===== src/hdl/port_io_regs.vh =====
// port i/o special function register map, field layout and reset values
// assumes: included by the port i/o design files, definitions only
`ifndef PORT_IO_REGS_VH
`define PORT_IO_REGS_VH

// ----------------------------------------------------------------------
// port data registers (bit addressable except the fifth port)
// ----------------------------------------------------------------------
`define ADDR_FIRST_PORT_DATA   8'h80
`define ADDR_SECOND_PORT_DATA  8'h90
`define ADDR_THIRD_PORT_DATA   8'hA0
`define ADDR_FOURTH_PORT_DATA  8'hB0
`define ADDR_FIFTH_PORT_DATA   8'hB5

// ----------------------------------------------------------------------
// per-pin configuration registers
// ----------------------------------------------------------------------
`define ADDR_SKIP_MASK_0       8'hD4
`define ADDR_SKIP_MASK_1       8'hD5
`define ADDR_SKIP_MASK_2       8'hD6
`define ADDR_SKIP_MASK_3       8'hD7
`define ADDR_INPUT_MODE_0      8'hF1
`define ADDR_INPUT_MODE_1      8'hF2
`define ADDR_INPUT_MODE_2      8'hF3
`define ADDR_INPUT_MODE_3      8'hF4
`define ADDR_OUTPUT_DRIVE_0    8'hA4
`define ADDR_OUTPUT_DRIVE_1    8'hA5
`define ADDR_OUTPUT_DRIVE_2    8'hA6
`define ADDR_OUTPUT_DRIVE_3    8'hA7
`define ADDR_OUTPUT_DRIVE_4    8'hA8

// ----------------------------------------------------------------------
// reset values and field layout
// ----------------------------------------------------------------------
`define RST_PORT_DATA          8'hFF
`define RST_SKIP_MASK          8'h00
`define RST_INPUT_MODE         8'hFF
`define RST_OUTPUT_DRIVE       8'h00
`define BIT_BASE_MASK          8'hF8
`define BIT_INDEX_LSB          0
`define BIT_INDEX_MSB          2
`define NO_PORT                3'h7
`define UNMAPPED_READ          8'h00

`endif


===== src/hdl/pin_sync.v =====
// two-flop synchroniser for a bus of unrelated pin levels
// assumes: each bit is an independent level, no word coherence needed
`timescale 1ns/1ps

module pin_sync #(
    parameter W = 40
) (
    input  wire         clk_sys,
    input  wire         rst_n,
    input  wire [W-1:0] async_in,
    output reg  [W-1:0] sync_out
);

    reg [W-1:0] stage1;

    // first stage feeds only the second stage
    always @(posedge clk_sys) begin
        if (!rst_n) begin
            stage1   <= {W{1'b0}};
            sync_out <= {W{1'b0}};
        end else begin
            stage1   <= async_in;
            sync_out <= stage1;
        end
    end

endmodule


===== src/hdl/port_drive.v =====
// output driver control for one port of pins
// assumes: crossbar select and peripheral data come from the same clock
`timescale 1ns/1ps

module port_drive #(
    parameter W = 8
) (
    input  wire         clk_sys,
    input  wire         rst_n,
    input  wire [W-1:0] latch,
    input  wire [W-1:0] periph_sel,
    input  wire [W-1:0] periph_out,
    input  wire [W-1:0] push_pull,
    input  wire [W-1:0] digital,
    input  wire [W-1:0] force_od,
    output reg  [W-1:0] pin_out,
    output reg  [W-1:0] pin_oe
);

    reg [W-1:0] level;
    reg [W-1:0] pp_eff;

    // crossbar output wins over the latch; smbus pins never push high
    always @* begin
        level  = (periph_sel & periph_out) | (~periph_sel & latch);
        pp_eff = push_pull & ~force_od;
    end

    // open drain pulls low only; analog cells keep the driver off
    always @(posedge clk_sys) begin
        if (!rst_n) begin
            pin_out <= {W{1'b0}};
            pin_oe  <= {W{1'b0}};
        end else begin
            pin_out <= level & pp_eff & digital;
            pin_oe  <= (pp_eff | ~level) & digital;
        end
    end

endmodule


===== src/hdl/port_io_latch_and_mode_control.v =====
// port latches, pin readback and per-pin mode registers for five ports
// assumes: cpu presents sfr byte and bit accesses on clk_sys, one-cycle
// strobes, and raises sfr_rmw during the read half of a read-modify-write
`timescale 1ns/1ps
`include "port_io_regs.vh"

module port_io_latch_and_mode_control #(
    parameter NPORT = 5,
    parameter W     = 8
) (
    input  wire                 clk_sys,
    input  wire                 rst_n,
    input  wire [7:0]           sfr_addr,
    input  wire                 sfr_wr,
    input  wire                 sfr_rd,
    input  wire                 sfr_rmw,
    input  wire [7:0]           sfr_wdata,
    output reg  [7:0]           sfr_rdata,
    input  wire [7:0]           sfr_bit_addr,
    input  wire                 sfr_bit_wr,
    input  wire                 sfr_bit_rd,
    input  wire                 sfr_bit_wdata,
    output reg                  sfr_bit_rdata,
    input  wire [NPORT*W-1:0]   pin_in,
    output wire [NPORT*W-1:0]   pin_out,
    output wire [NPORT*W-1:0]   pin_oe,
    input  wire [NPORT*W-1:0]   periph_sel,
    input  wire [NPORT*W-1:0]   periph_out,
    input  wire [NPORT*W-1:0]   smbus_pin,
    output wire [4*W-1:0]       crossbar_skip_mask,
    output wire [4*W-1:0]       input_mode_select,
    output wire [NPORT*W-1:0]   output_drive_select
);

    // ------------------------------------------------------------------
    // state
    // ------------------------------------------------------------------
    localparam NB = NPORT * W;

    // ------------------------------------------------------------------
    // address map and usage notes
    // ------------------------------------------------------------------
    // port data bytes:   0x80, 0x90, 0xA0, 0xB0, fifth port at 0xB5
    // skip masks:        0xD4 to 0xD7, ports zero to three only
    // input mode:        0xF1 to 0xF4, 1 = digital, 0 = analog
    // output drive:      0xA4 to 0xA8, 1 = push-pull, 0 = open drain
    // every register is seen on every page; paging lives in the core
    //
    // read paths
    //   plain byte or bit read returns synchronised pin levels, so a
    //   value driven on a pad shows up two clocks after it settles
    //   rmw read returns the latch, so a pad held low by the board
    //   cannot leak into a set or clear of a neighbouring bit
    //   analog cells read zero; their digital input buffer is off
    //
    // write paths
    //   byte writes replace a whole latch or mode byte
    //   bit writes touch one latch bit only, never a mode register
    //   byte and bit write to one latch in one cycle: the bit wins
    //   for its own bit, the byte fills the rest
    //   unmapped addresses are ignored on write and read as zero
    //
    // pad drive
    //   pads are registered one clock after the latch or mode change,
    //   which keeps glitches from the crossbar select mux off the board
    //   open drain only ever pulls low; a released pad floats to its
    //   board pull-up, which the readback then sees
    //   smbus pins stay open drain whatever the drive byte says
    //   analog cells keep the driver off in either drive mode
    //
    // reset
    //   latches reset high so open drain pads come up released
    //   drive bytes reset to open drain, input modes to digital
    //   read data registers reset to zero until the first read
    //   pin synchronisers clear too, so early reads return zero
    //
    // limitations
    //   the skip masks are storage only; the crossbar that honours
    //   them sits outside this block and reports through periph_sel
    //   opcode decode is not done here; the core flags rmw reads
    //   a reset in mid-instruction loses the pending rmw write-back
    //   no interrupt or wake logic lives in this block

    reg  [NB-1:0]  latch;
    reg  [4*W-1:0] skip;
    reg  [4*W-1:0] mdin;
    reg  [NB-1:0]  mdout;
    wire [NB-1:0]  pin_sync_lvl;
    wire [NB-1:0]  digital;
    wire [NB-1:0]  pin_read;

    reg  [2:0]     bit_port;
    reg  [5:0]     bit_idx;
    reg  [7:0]     next_rdata;
    reg            next_bit_rdata;

    // ------------------------------------------------------------------
    // pin input synchronisers
    // ------------------------------------------------------------------
    // pins are asynchronous to clk_sys, so nothing reads them unsynced
    pin_sync #(
        .W (NB)
    ) u_pin_sync (
        .clk_sys  (clk_sys),
        .rst_n    (rst_n),
        .async_in (pin_in),
        .sync_out (pin_sync_lvl)
    );

    // ------------------------------------------------------------------
    // input mode and pin readback
    // ------------------------------------------------------------------
    // input mode select
    assign digital = {{(NB-4*W){1'b1}}, mdin};

    // analog cells read low
    // analog cells have the digital buffer off; zero keeps reads defined
    assign pin_read = pin_sync_lvl & digital;

    assign crossbar_skip_mask  = skip;
    assign input_mode_select   = mdin;
    assign output_drive_select = mdout;

    // ------------------------------------------------------------------
    // bit address decode
    // ------------------------------------------------------------------
    // bit addressable ports
    // only bases ending in zero are bit addressable; the fifth port sits
    // at a base that is not, so a bit access can never reach it
    always @* begin
        case (sfr_bit_addr & `BIT_BASE_MASK)
            `ADDR_FIRST_PORT_DATA:  bit_port = 3'h0;
            `ADDR_SECOND_PORT_DATA: bit_port = 3'h1;
            `ADDR_THIRD_PORT_DATA:  bit_port = 3'h2;
            `ADDR_FOURTH_PORT_DATA: bit_port = 3'h3;
            default:                bit_port = `NO_PORT;
        endcase
        bit_idx = {bit_port, sfr_bit_addr[`BIT_INDEX_MSB:`BIT_INDEX_LSB]};
    end

    // ------------------------------------------------------------------
    // register writes
    // ------------------------------------------------------------------
    // latch on write
    always @(posedge clk_sys) begin
        if (!rst_n) begin
            latch <= {NPORT{`RST_PORT_DATA}};
            skip  <= {4{`RST_SKIP_MASK}};
            mdin  <= {4{`RST_INPUT_MODE}};
            mdout <= {NPORT{`RST_OUTPUT_DRIVE}};
        end else begin
            if (sfr_wr) begin
                case (sfr_addr)
                    `ADDR_FIRST_PORT_DATA:  latch[7:0]   <= sfr_wdata;
                    `ADDR_SECOND_PORT_DATA: latch[15:8]  <= sfr_wdata;
                    `ADDR_THIRD_PORT_DATA:  latch[23:16] <= sfr_wdata;
                    `ADDR_FOURTH_PORT_DATA: latch[31:24] <= sfr_wdata;
                    `ADDR_FIFTH_PORT_DATA:  latch[39:32] <= sfr_wdata;
                    `ADDR_SKIP_MASK_0:      skip[7:0]    <= sfr_wdata;
                    `ADDR_SKIP_MASK_1:      skip[15:8]   <= sfr_wdata;
                    `ADDR_SKIP_MASK_2:      skip[23:16]  <= sfr_wdata;
                    `ADDR_SKIP_MASK_3:      skip[31:24]  <= sfr_wdata;
                    `ADDR_INPUT_MODE_0:     mdin[7:0]    <= sfr_wdata;
                    `ADDR_INPUT_MODE_1:     mdin[15:8]   <= sfr_wdata;
                    `ADDR_INPUT_MODE_2:     mdin[23:16]  <= sfr_wdata;
                    `ADDR_INPUT_MODE_3:     mdin[31:24]  <= sfr_wdata;
                    `ADDR_OUTPUT_DRIVE_0:   mdout[7:0]   <= sfr_wdata;
                    `ADDR_OUTPUT_DRIVE_1:   mdout[15:8]  <= sfr_wdata;
                    `ADDR_OUTPUT_DRIVE_2:   mdout[23:16] <= sfr_wdata;
                    `ADDR_OUTPUT_DRIVE_3:   mdout[31:24] <= sfr_wdata;
                    `ADDR_OUTPUT_DRIVE_4:   mdout[39:32] <= sfr_wdata;
                    default: ;
                endcase
            end
            // bit destination is rmw
            // a bit write touches one latch bit, its neighbours stay as
            // latched rather than picking up pin levels
            if (sfr_bit_wr && (bit_port != `NO_PORT)) begin
                latch[bit_idx] <= sfr_bit_wdata;
            end
        end
    end

    // ------------------------------------------------------------------
    // byte read mux
    // ------------------------------------------------------------------
    // plain reads see pins
    // rmw flag from core
    // the core decodes the opcode; this block only honours sfr_rmw
    always @* begin
        next_rdata = `UNMAPPED_READ;
        case (sfr_addr)
            `ADDR_FIRST_PORT_DATA:
                next_rdata = sfr_rmw ? latch[7:0]   : pin_read[7:0];
            `ADDR_SECOND_PORT_DATA:
                next_rdata = sfr_rmw ? latch[15:8]  : pin_read[15:8];
            `ADDR_THIRD_PORT_DATA:
                next_rdata = sfr_rmw ? latch[23:16] : pin_read[23:16];
            `ADDR_FOURTH_PORT_DATA:
                next_rdata = sfr_rmw ? latch[31:24] : pin_read[31:24];
            `ADDR_FIFTH_PORT_DATA:
                next_rdata = sfr_rmw ? latch[39:32] : pin_read[39:32];
            `ADDR_SKIP_MASK_0:    next_rdata = skip[7:0];
            `ADDR_SKIP_MASK_1:    next_rdata = skip[15:8];
            `ADDR_SKIP_MASK_2:    next_rdata = skip[23:16];
            `ADDR_SKIP_MASK_3:    next_rdata = skip[31:24];
            `ADDR_INPUT_MODE_0:   next_rdata = mdin[7:0];
            `ADDR_INPUT_MODE_1:   next_rdata = mdin[15:8];
            `ADDR_INPUT_MODE_2:   next_rdata = mdin[23:16];
            `ADDR_INPUT_MODE_3:   next_rdata = mdin[31:24];
            `ADDR_OUTPUT_DRIVE_0: next_rdata = mdout[7:0];
            `ADDR_OUTPUT_DRIVE_1: next_rdata = mdout[15:8];
            `ADDR_OUTPUT_DRIVE_2: next_rdata = mdout[23:16];
            `ADDR_OUTPUT_DRIVE_3: next_rdata = mdout[31:24];
            `ADDR_OUTPUT_DRIVE_4: next_rdata = mdout[39:32];
            default:              next_rdata = `UNMAPPED_READ;
        endcase
    end

    // ------------------------------------------------------------------
    // bit read mux
    // ------------------------------------------------------------------
    // rmw bit reads latch
    // jbc and friends must not pick up a pin held by the board
    always @* begin
        next_bit_rdata = 1'b0;
        if (bit_port != `NO_PORT) begin
            next_bit_rdata = sfr_rmw ? latch[bit_idx] : pin_read[bit_idx];
        end
    end

    // ------------------------------------------------------------------
    // registered read data
    // ------------------------------------------------------------------
    // read data is held until the next read so the core may sample late
    always @(posedge clk_sys) begin
        if (!rst_n) begin
            sfr_rdata     <= 8'h00;
            sfr_bit_rdata <= 1'b0;
        end else begin
            if (sfr_rd) begin
                sfr_rdata <= next_rdata;
            end
            if (sfr_bit_rd) begin
                sfr_bit_rdata <= next_bit_rdata;
            end
        end
    end

    // ------------------------------------------------------------------
    // output drivers
    // ------------------------------------------------------------------
    // drive mode per pin
    genvar gp;
    generate
        for (gp = 0; gp < NPORT; gp = gp + 1) begin : g_port
            port_drive #(
                .W (W)
            ) u_drive (
                .clk_sys    (clk_sys),
                .rst_n      (rst_n),
                .latch      (latch[gp*W +: W]),
                .periph_sel (periph_sel[gp*W +: W]),
                .periph_out (periph_out[gp*W +: W]),
                .push_pull  (mdout[gp*W +: W]),
                .digital    (digital[gp*W +: W]),
                .force_od   (smbus_pin[gp*W +: W]),
                .pin_out    (pin_out[gp*W +: W]),
                .pin_oe     (pin_oe[gp*W +: W])
            );
        end
    endgenerate

endmodule


===== config.mk =====
export PLATFORM = sky130hd
export DESIGN_NAME = port_io_latch_and_mode_control
export DESIGN_NICKNAME = d
export VERILOG_FILES = /design/src/hdl/pin_sync.v /design/src/hdl/port_drive.v /design/src/hdl/port_io_latch_and_mode_control.v
export VERILOG_INCLUDE_DIRS = /design/src /design/src/hdl
export SDC_FILE = /design/constraint.sdc
export NUM_CORES = 1
export LEC_CHECK = 0
export BUFFER_PORTS_ARGS = -buffer_cell sky130_fd_sc_hd__buf_2
export CAP_MARGIN = 10
export CORE_MARGIN = 1.5
export CORE_UTILIZATION = 52
export DETAILED_ROUTE_END_ITERATION = 7
export MAX_ROUTING_LAYER = met4
export PLACE_DENSITY_LB_ADDON = 0.08
export REMOVE_ABC_BUFFERS = 1
export SYNTH_ARGS = -nofsm -noshare
export SYNTH_HDL_FRONTEND = slang
export SYNTH_SLANG_ARGS = --single-unit

===== constraint.sdc =====
create_clock -name clk_sys -period 2.36 [get_ports clk_sys]
set_input_delay 0 -clock clk_sys [delete_from_list [all_inputs] [get_ports clk_sys]]
set_output_delay 0 -clock clk_sys [all_outputs]
set_load 0.02 [all_outputs]

==> metrics.md, run 1 <==
| Metric | Value |
|---|---|
| RSZ-0062 raised after global routing | `no` |
| Crit Path Class | `reg -> reg` |
| Distinct cell type count after synthesis | `68` |
| Clock transition at the registers of the reported paths | `around 0.060 ns` |
| Peak fanout along the critical path | `5` |
| Post-CTS Setup Bufs | `0` |
| Sink Count | `roughly 310` |
| Post-route design area | `0.0192 mm²` |
| CTS Hold Bufs | `about 210` |
| Die Area | `around 0.027 mm²` |
| RePlAce Congestion | `~1` |
| Worst slew margin | `46.9%` |
| Min Tclk post-route | `2.34 ns` |
| Remaining Overflow, GRT | `0` |
| Initial Util | `roughly 53%` |
| Worst Tran Pin Value | `between 0.7 and 0.8 ns` |
| Commonest cells after routing, fill and taps aside | `buf_2 (383), dfxtp_1 (313), nand2_1 (239)` |
| CP cell instances | `nand2_1 -> mux4_2 -> mux2i_1 -> o21ai_0 -> or4_1 -> nand3_1` |
| Nets@finish | `~2200` |
| Via count | `14200` |
| Port bufs | `about 380` |
| Commonest non-fill, non-tap cell in the layout | `buf_2` |
| Layout cells sized above 1 | `a little over a quarter` |
| Initial antenna violation count | `2` |
| Final TNS setup | `0 ns` |
| Area growth, synth to finish | `40.0%` |
| Synth Flop Type | `dfxtp_1` |
| Warnings from Yosys | `0` |
| Ports | `about 390` |
| Post-CTS sizing | `0` |
| FMAX | `0.428 GHz` |
| DP Area | `0.0160 mm²` |
| Pin count of the biggest net entering global routing | `~160` |
| Post-synth EDFFs | `0` |
| Core outline area | `approximately 0.026 mm²` |
| Detail Route Antenna Nets | `0` |
| Leakage | `8.87 nW` |
| #FFs+latches synth | `313` |
| Clk_skew | `around 0.018 ns` |
| H-tree levels | `2` |
| Post-synthesis sequential area ratio | `45.8%` |
| Via density | `slightly below 6` |
| Fin. max-slew vios | `0` |
| Skew-Pair Late Insertion Delay | `between 0.5 and 0.6 ns` |
| Outcome | `finished clean` |
| Tcrit/Tclk final | `between 90 and 100%` |
| Overall Global Routing Usage | `between 40% and 50%` |
| Core Rows | `59` |
| PwrDens | `around 620 mW/mm²` |
| Setup violators final | `0` |
| DRC errors left | `0` |
| Type of origin of the critical path | `flip-flop` |
| Total CTS buffers | `34` |
| HP Class | `in -> reg` |
| Mapped Area | `about 0.014 mm²` |
| Die Y | `roughly 170 µm` |
| CTS tree | `yes` |
| HPWL after DPL | `between 30 and 40 mm` |
| Routed wire per std cell | `23.6 µm` |
| First-pass GRT wire length | `between 80 and 90 mm` |
| Max-cap violation count | `0` |
| Hold slack | `roughly 0.015 ns` |
| CTS Buffer Depth | `3` |
| Mean area per synthesized cell | `between 9 and 10 µm²` |
| Root Driver | `clkbuf_16` |
| Fin. Hold Viols | `0` |
| Ys async rst share | `0%` |
| Crit. End Element | `flip-flop` |
| Cells after synthesis | `1488` |
| Die X | `approximately 170 µm` |
| CP arrival | `roughly 2.8 ns` |
| VDD IR max | `0.699 mV` |
| Slowest stage cell on the critical path | `or4_1` |
| Vias in the first global route | `about 14000` |
| Routed wire length | `between 50 and 60 mm` |
| Initial DRC count | `approximately 1400` |
| CP peak stage delay | `around 0.54 ns` |
| CP required | `about 2.8 ns` |
| First-pass iteration count of the detailed router | `6` |
==> report_power, final <==
part | total [mW] | internal [mW] | switching [mW]
combinational | 1.16 | 0.559 | 0.606
clock | 5.30 | 3.14 | 2.16
sequential | 5.42 | 5.38 | 0.0391
==> worst max-delay path: cells and delay by family (launching register included) <==
kind	cells	cell delay (ns)
simple gates	3	0.82
mux	2	0.80
flops	1	0.49
compound gates	1	0.17
==> per-layer routing <==
| metal | track usage [%] | share of wire [%] | up-vias |
|---|---|---|---|
| met1 | 50.3 | 39 | 6771 |
| met5 | - | 0 | - |
| met4 | 16.7 | 4.3 | 0 |
| met3 | 11.6 | 11 | 174 |
| li1 | - | - | 6351 |
| met2 | 66.2 | 46 | 869 |
==> per-stage QoR <==
step / std cells / utilization (%) / worst slack, ns / power (mW)
2_1_floorplan: 1384 / - / 0.368 / 5.88
3_3_place_gp: 2150 / 61.7 / 0.171 / 6.42
3_5_place_dp: 2150 / 61.7 / 0.108 / 6.43
4_1_cts: 2415 / 73.9 / 0.0932 / 11.8
5_1_grt: 2417 / 73.9 / 0.0516 / 12.2
6_report: 2418 / 73.9 / 0.0215 / 11.9
==> cell usage after synthesis (4+ instances only) <==
master	number	area, µm²
dfxtp_1	313	6270
nand2_1	239	897
mux2i_1	114	1140
and2_1	86	538
nor2b_1	85	532
clkbuf_1	82	308
nand3_1	82	410
a21oi_1	53	265
nor2_1	49	184
mux2_2	41	462
o211ai_1	41	308
o21ai_0	38	190
nor3b_1	35	263
nand2b_1	34	213
a22oi_1	18	135
buf_2	13	65.1
mux4_2	13	293
nand3_2	9	90.1
a21boi_0	8	60.1
a221oi_1	8	70.1
a22o_1	8	70.1
and3b_1	8	70.1
o21a_1	8	60.1
buf_1	7	26.3
a32oi_1	6	52.6
o22ai_1	6	37.5
and3_1	5	31.3
and4_1	5	43.8
nand3b_1	5	37.5
nand4_1	5	31.3
nor4_1	4	25.0
o21ai_1	4	20.0
==> state kept, by name (all words and copies together), names as in the netlist <==
name                    flops
g_port.u_drive.pin_oe      40
g_port.u_drive.pin_out     40
latch                      40
output_drive_select        40
u_pin_sync.stage1          40
u_pin_sync.sync_out        40
crossbar_skip_mask         32
input_mode_select          32
sfr_rdata                   8
sfr_bit_rdata               1
==> area by class of cell <==
type | count | area, µm²
inverter | 4 | 15.0
antenna | 3 | 7.51
tap | 335 | 419
clock buffer | 51 | 996
clock inverter | 9 | 103
fill | 1792 | 6760
sequential | 313 | 6270
timing repair buffer | 636 | 4370
multi-input combinational | 1067 | 6980
==> path summary, 6_finish.rpt <==
kind              slack (ns)                          startpoint                                    to  depth (start not counted)
setup reg to reg        0.02  input_mode_select[27]$_SDFFE_PN1P_            sfr_bit_rdata$_SDFFE_PN0P_                          6
hold reg to reg         0.43    u_pin_sync.stage1[27]$_SDFF_PN0_    u_pin_sync.sync_out[27]$_SDFF_PN0_                          1
setup / recovery        0.02  input_mode_select[27]$_SDFFE_PN1P_            sfr_bit_rdata$_SDFFE_PN0P_                          6
hold / removal          0.02                              sfr_wr  output_drive_select[38]$_SDFFE_PN0P_                          3
==> logic make-up after synthesis <==
kind of cell | Yosys count | synth area share (%)
muxes | 168 | 13.9
buffers and inverters | 108 | 3.17
DFF | 313 | 45.8
and+or+nand+nor | 670 | 25.9
AOI/OAI and AO/OA | 229 | 11.3
(Power assumes the default switching activity.)
==> run 2, diff against run 1 <==
--- a/config.mk
+++ b/config.mk
@@ -9,7 +9,7 @@
 export BUFFER_PORTS_ARGS = -buffer_cell sky130_fd_sc_hd__buf_2
 export CAP_MARGIN = 10
 export CORE_MARGIN = 1.5
-export CORE_UTILIZATION = 52
+export CORE_UTILIZATION = 31
 export DETAILED_ROUTE_END_ITERATION = 7
 export MAX_ROUTING_LAYER = met4
 export PLACE_DENSITY_LB_ADDON = 0.08
==> run 2 against run 1 <==
Net effect: die area increased by 66%; non-clock buffer count increased by 28; sequential power about the same; via count decreased by 3.5%; worst setup slack improved by 0.13 ns; hold slack improved by 0.0070 ns; clock skew decreased by 0.0049 ns; critical endpoint is now g_port[2].u_drive.pin_oe[5]$_SDFF_PN0_.
==> metrics.md, run 2 (synthesized netlist as in run 1, its figures left out) <==
| Metric | Value |
|---|---|
| Outcome | `finished clean` |
| Area occupied by multi-input gates | `0.00698 mm² (unchanged)` |
| First-pass iteration count of the detailed router | `6 (unchanged)` |
| Antenna Cells | `0 (-3)` |
| Core outline area | `0.0433 mm² (+67%)` |
| Worst slew margin | `49.7% (+2.8 points)` |
| Crit. End Element | `flip-flop` |
| Internal power | `9.57 mW (+5.4%)` |
| NetSw | `2.99 mW (+6.6%)` |
| Leakage | `9.08 nW (+2.4%)` |
| CP arrival | `2.69 ns (-0.10 ns)` |
| PwrDens | `633 mW/mm² (+1.9%)` |
| Clock transition at the registers of the reported paths | `0.06 ns (about the same)` |
| Max-cap violation count | `0 (unchanged)` |
| Ports | `385 (unchanged)` |
| Final TNS setup | `0 ns (unchanged)` |
| Routed wire length | `63.2 mm (+11%)` |
| Fin. max-slew vios | `0 (unchanged)` |
| CTS tree | `yes` |
| Peak fanout along the critical path | `4 (-1)` |
| Clk_skew | `0.0130 ns (-0.00490 ns)` |
| RSZ-0062 raised after global routing | `no` |
| Fill cells | `4266 (+140%)` |
| Initial DRC count | `1070 (-25%)` |
| CTS Buffer Depth | `3 (unchanged)` |
| Area growth, synth to finish | `45.2%` |
| Layout cells sized above 1 | `27.5% (+0.97 points)` |
| Worst Tran Pin Value | `0.755 ns (-0.0406 ns)` |
| Sw Ratio | `23.8% (+0.20 points)` |
| Overall Global Routing Usage | `28.2% (-14 points)` |
| Via count | `13700 (-3.5%)` |
| Commonest cells after routing, fill and taps aside | `buf_2 (383), dfxtp_1 (313), nand2_1 (239)` |
| Commonest non-fill, non-tap cell in the layout | `buf_2` |
| Fin. Hold Viols | `0 (unchanged)` |
| DRC errors left | `0 (unchanged)` |
| Vias in the first global route | `13300 (-3.4%)` |
| DP Area | `0.0165 mm² (+3.0%)` |
| Post-CTS sizing | `0 (unchanged)` |
| Comb power frac | `9.5% (-0.3 points)` |
| Post-route design area | `0.0199 mm² (+3.7%)` |
| Tcrit/Tclk final | `93.4% (-5.7 points)` |
| Seq pwr share | `43.1% (-2.5 points)` |
| FMAX | `0.453 GHz (+6.0%)` |
| Die Area | `0.0454 mm² (+66%)` |
| Via density | `5.07 (-13%)` |
| Detail Route Antenna Nets | `0 (unchanged)` |
| Worst Setup SP | `latch[21]$_SDFF_PN1_` |
| Remaining Overflow, GRT | `0 (unchanged)` |
| Nets@finish | `2281 (+1.5%)` |
| Register area | `0.00627 mm² (unchanged)` |
| Routed wire per std cell | `23.4 µm (-0.56%)` |
| Initial antenna violation count | `3 (+1)` |
| Type of origin of the critical path | `flip-flop` |
| Pin count of the biggest net entering global routing | `116 (-27%)` |
| First-pass GRT wire length | `89.8 mm (+9.9%)` |
| Core Rows | `76 (+29%)` |
| Skew-Pair Late Insertion Delay | `0.55 ns (+0.03 ns)` |
| Clock power share | `47.4% (+2.8 points)` |
| Crit Path Class | `reg -> reg` |
| Port bufs | `384 (unchanged)` |
| Root Driver | `clkbuf_16` |
| Total CTS buffers | `39 (+15%)` |
| Initial Util | `31.6% (-21 points)` |
| Sink Count | `313 (unchanged)` |
| HPWL after DPL | `45.4 mm (+20%)` |
| Hold Path Origin | `sfr_wdata[6]` |
| Min Tclk post-route | `2.21 ns (-0.133 ns)` |
| Setup violators final | `0 (unchanged)` |
| Layout Utilization | `45.9% (-28 points)` |
| CP required | `2.84 ns (+0.03 ns)` |
| RePlAce Congestion | `0.909 (-9.2%)` |
| Die Y | `213 µm (+29%)` |
| VDD IR max | `0.383 mV (-45%)` |
| Reg-to-Reg Start | `latch[21]$_SDFF_PN1_` |
| HP Class | `in -> reg` |
| H-tree levels | `2 (unchanged)` |
| Die X | `213 µm (+29%)` |
-- run 2: cell count changes in the layout (fill, tap and decap cells not counted), sizes merged --
| cell | previous run | this run |
|---|---|---|
| dlygate4sd3 | 205 | 212 |
| buf | 431 | 452 |
| clkinvlp | 0 | 1 |
| inv | 5 | 4 |
| clkbuf | 51 | 55 |
| diode | 3 | 0 |
-- run 2: worst max-delay path, cell delays in order, from the launching register on --
cell and delay [ns]:
dfxtp_1 0.36, mux2_2 0.33, dlygate4sd3_1 0.61, a21oi_1 0.22, dlygate4sd3_1 0.61
-- run 2: area by class of cell --
class / count / area share (%)
repair buffers: 664 / 23.2
inverters: 4 / 0.0756
well taps: 585 / 3.69
flip-flops and latches: 313 / 31.6
clock inverters: 9 / 0.491
multi-input cells: 1067 / 35.1
clock buffers: 55 / 5.83
-- run 2: final timing paths --
| check | to | slack [ns] | cells past startpoint |
|---|---|---|---|
| hold reg to reg | u_pin_sync.sync_out[6]$_SDFF_PN0_ | 0.43 | 1 |
| setup / recovery | g_port[2].u_drive.pin_oe[5]$_SDFF_PN0_ | 0.15 | 4 |
| setup reg to reg | g_port[2].u_drive.pin_oe[5]$_SDFF_PN0_ | 0.15 | 4 |
| hold / removal | input_mode_select[14]$_SDFFE_PN1P_ | 0.02 | 3 |
-- run 2: repair_timing --
item	in CTS	in global routing
setup endpoints to repair	0	0
buffers inserted	0	0
hold buffers	212	0
endpoints found under the hold margin	142	0
-- run 2: metal layers --
metal  GRT usage (%)  up-vias  wire length [µm]
li1                -     6411                 -
met1            38.5     6665             28800
met2            44.0      503             29500
met3            3.38       95              3520
met4            7.58        0              1450
met5               -        -                 0
-- run 2: power by group through the flow --
stage          registers [mW]  logic, mW  clock network [mW]
5_1_grt                  5.42       1.27                6.31
3_5_place_dp             5.53      0.957                   0
2_1_floorplan            5.56      0.320                   0
6_report                 5.42       1.19                5.95
4_1_cts                  5.42       1.19                6.09
3_3_place_gp             5.53      0.952                   0
-- run 2: per-stage QoR --
step	power, mW	instances	hold slack (ns)	setup slack (ns)
after floorplan	5.88	1384	0.0718	0.368
after global placement	6.49	2421	0.207	0.171
after detailed placement	6.49	2421	0.209	0.195
after CTS	12.7	2697	0.000300	0.137
after global routing	13.0	2697	0.0299	0.111
final	12.6	2697	0.0224	0.155
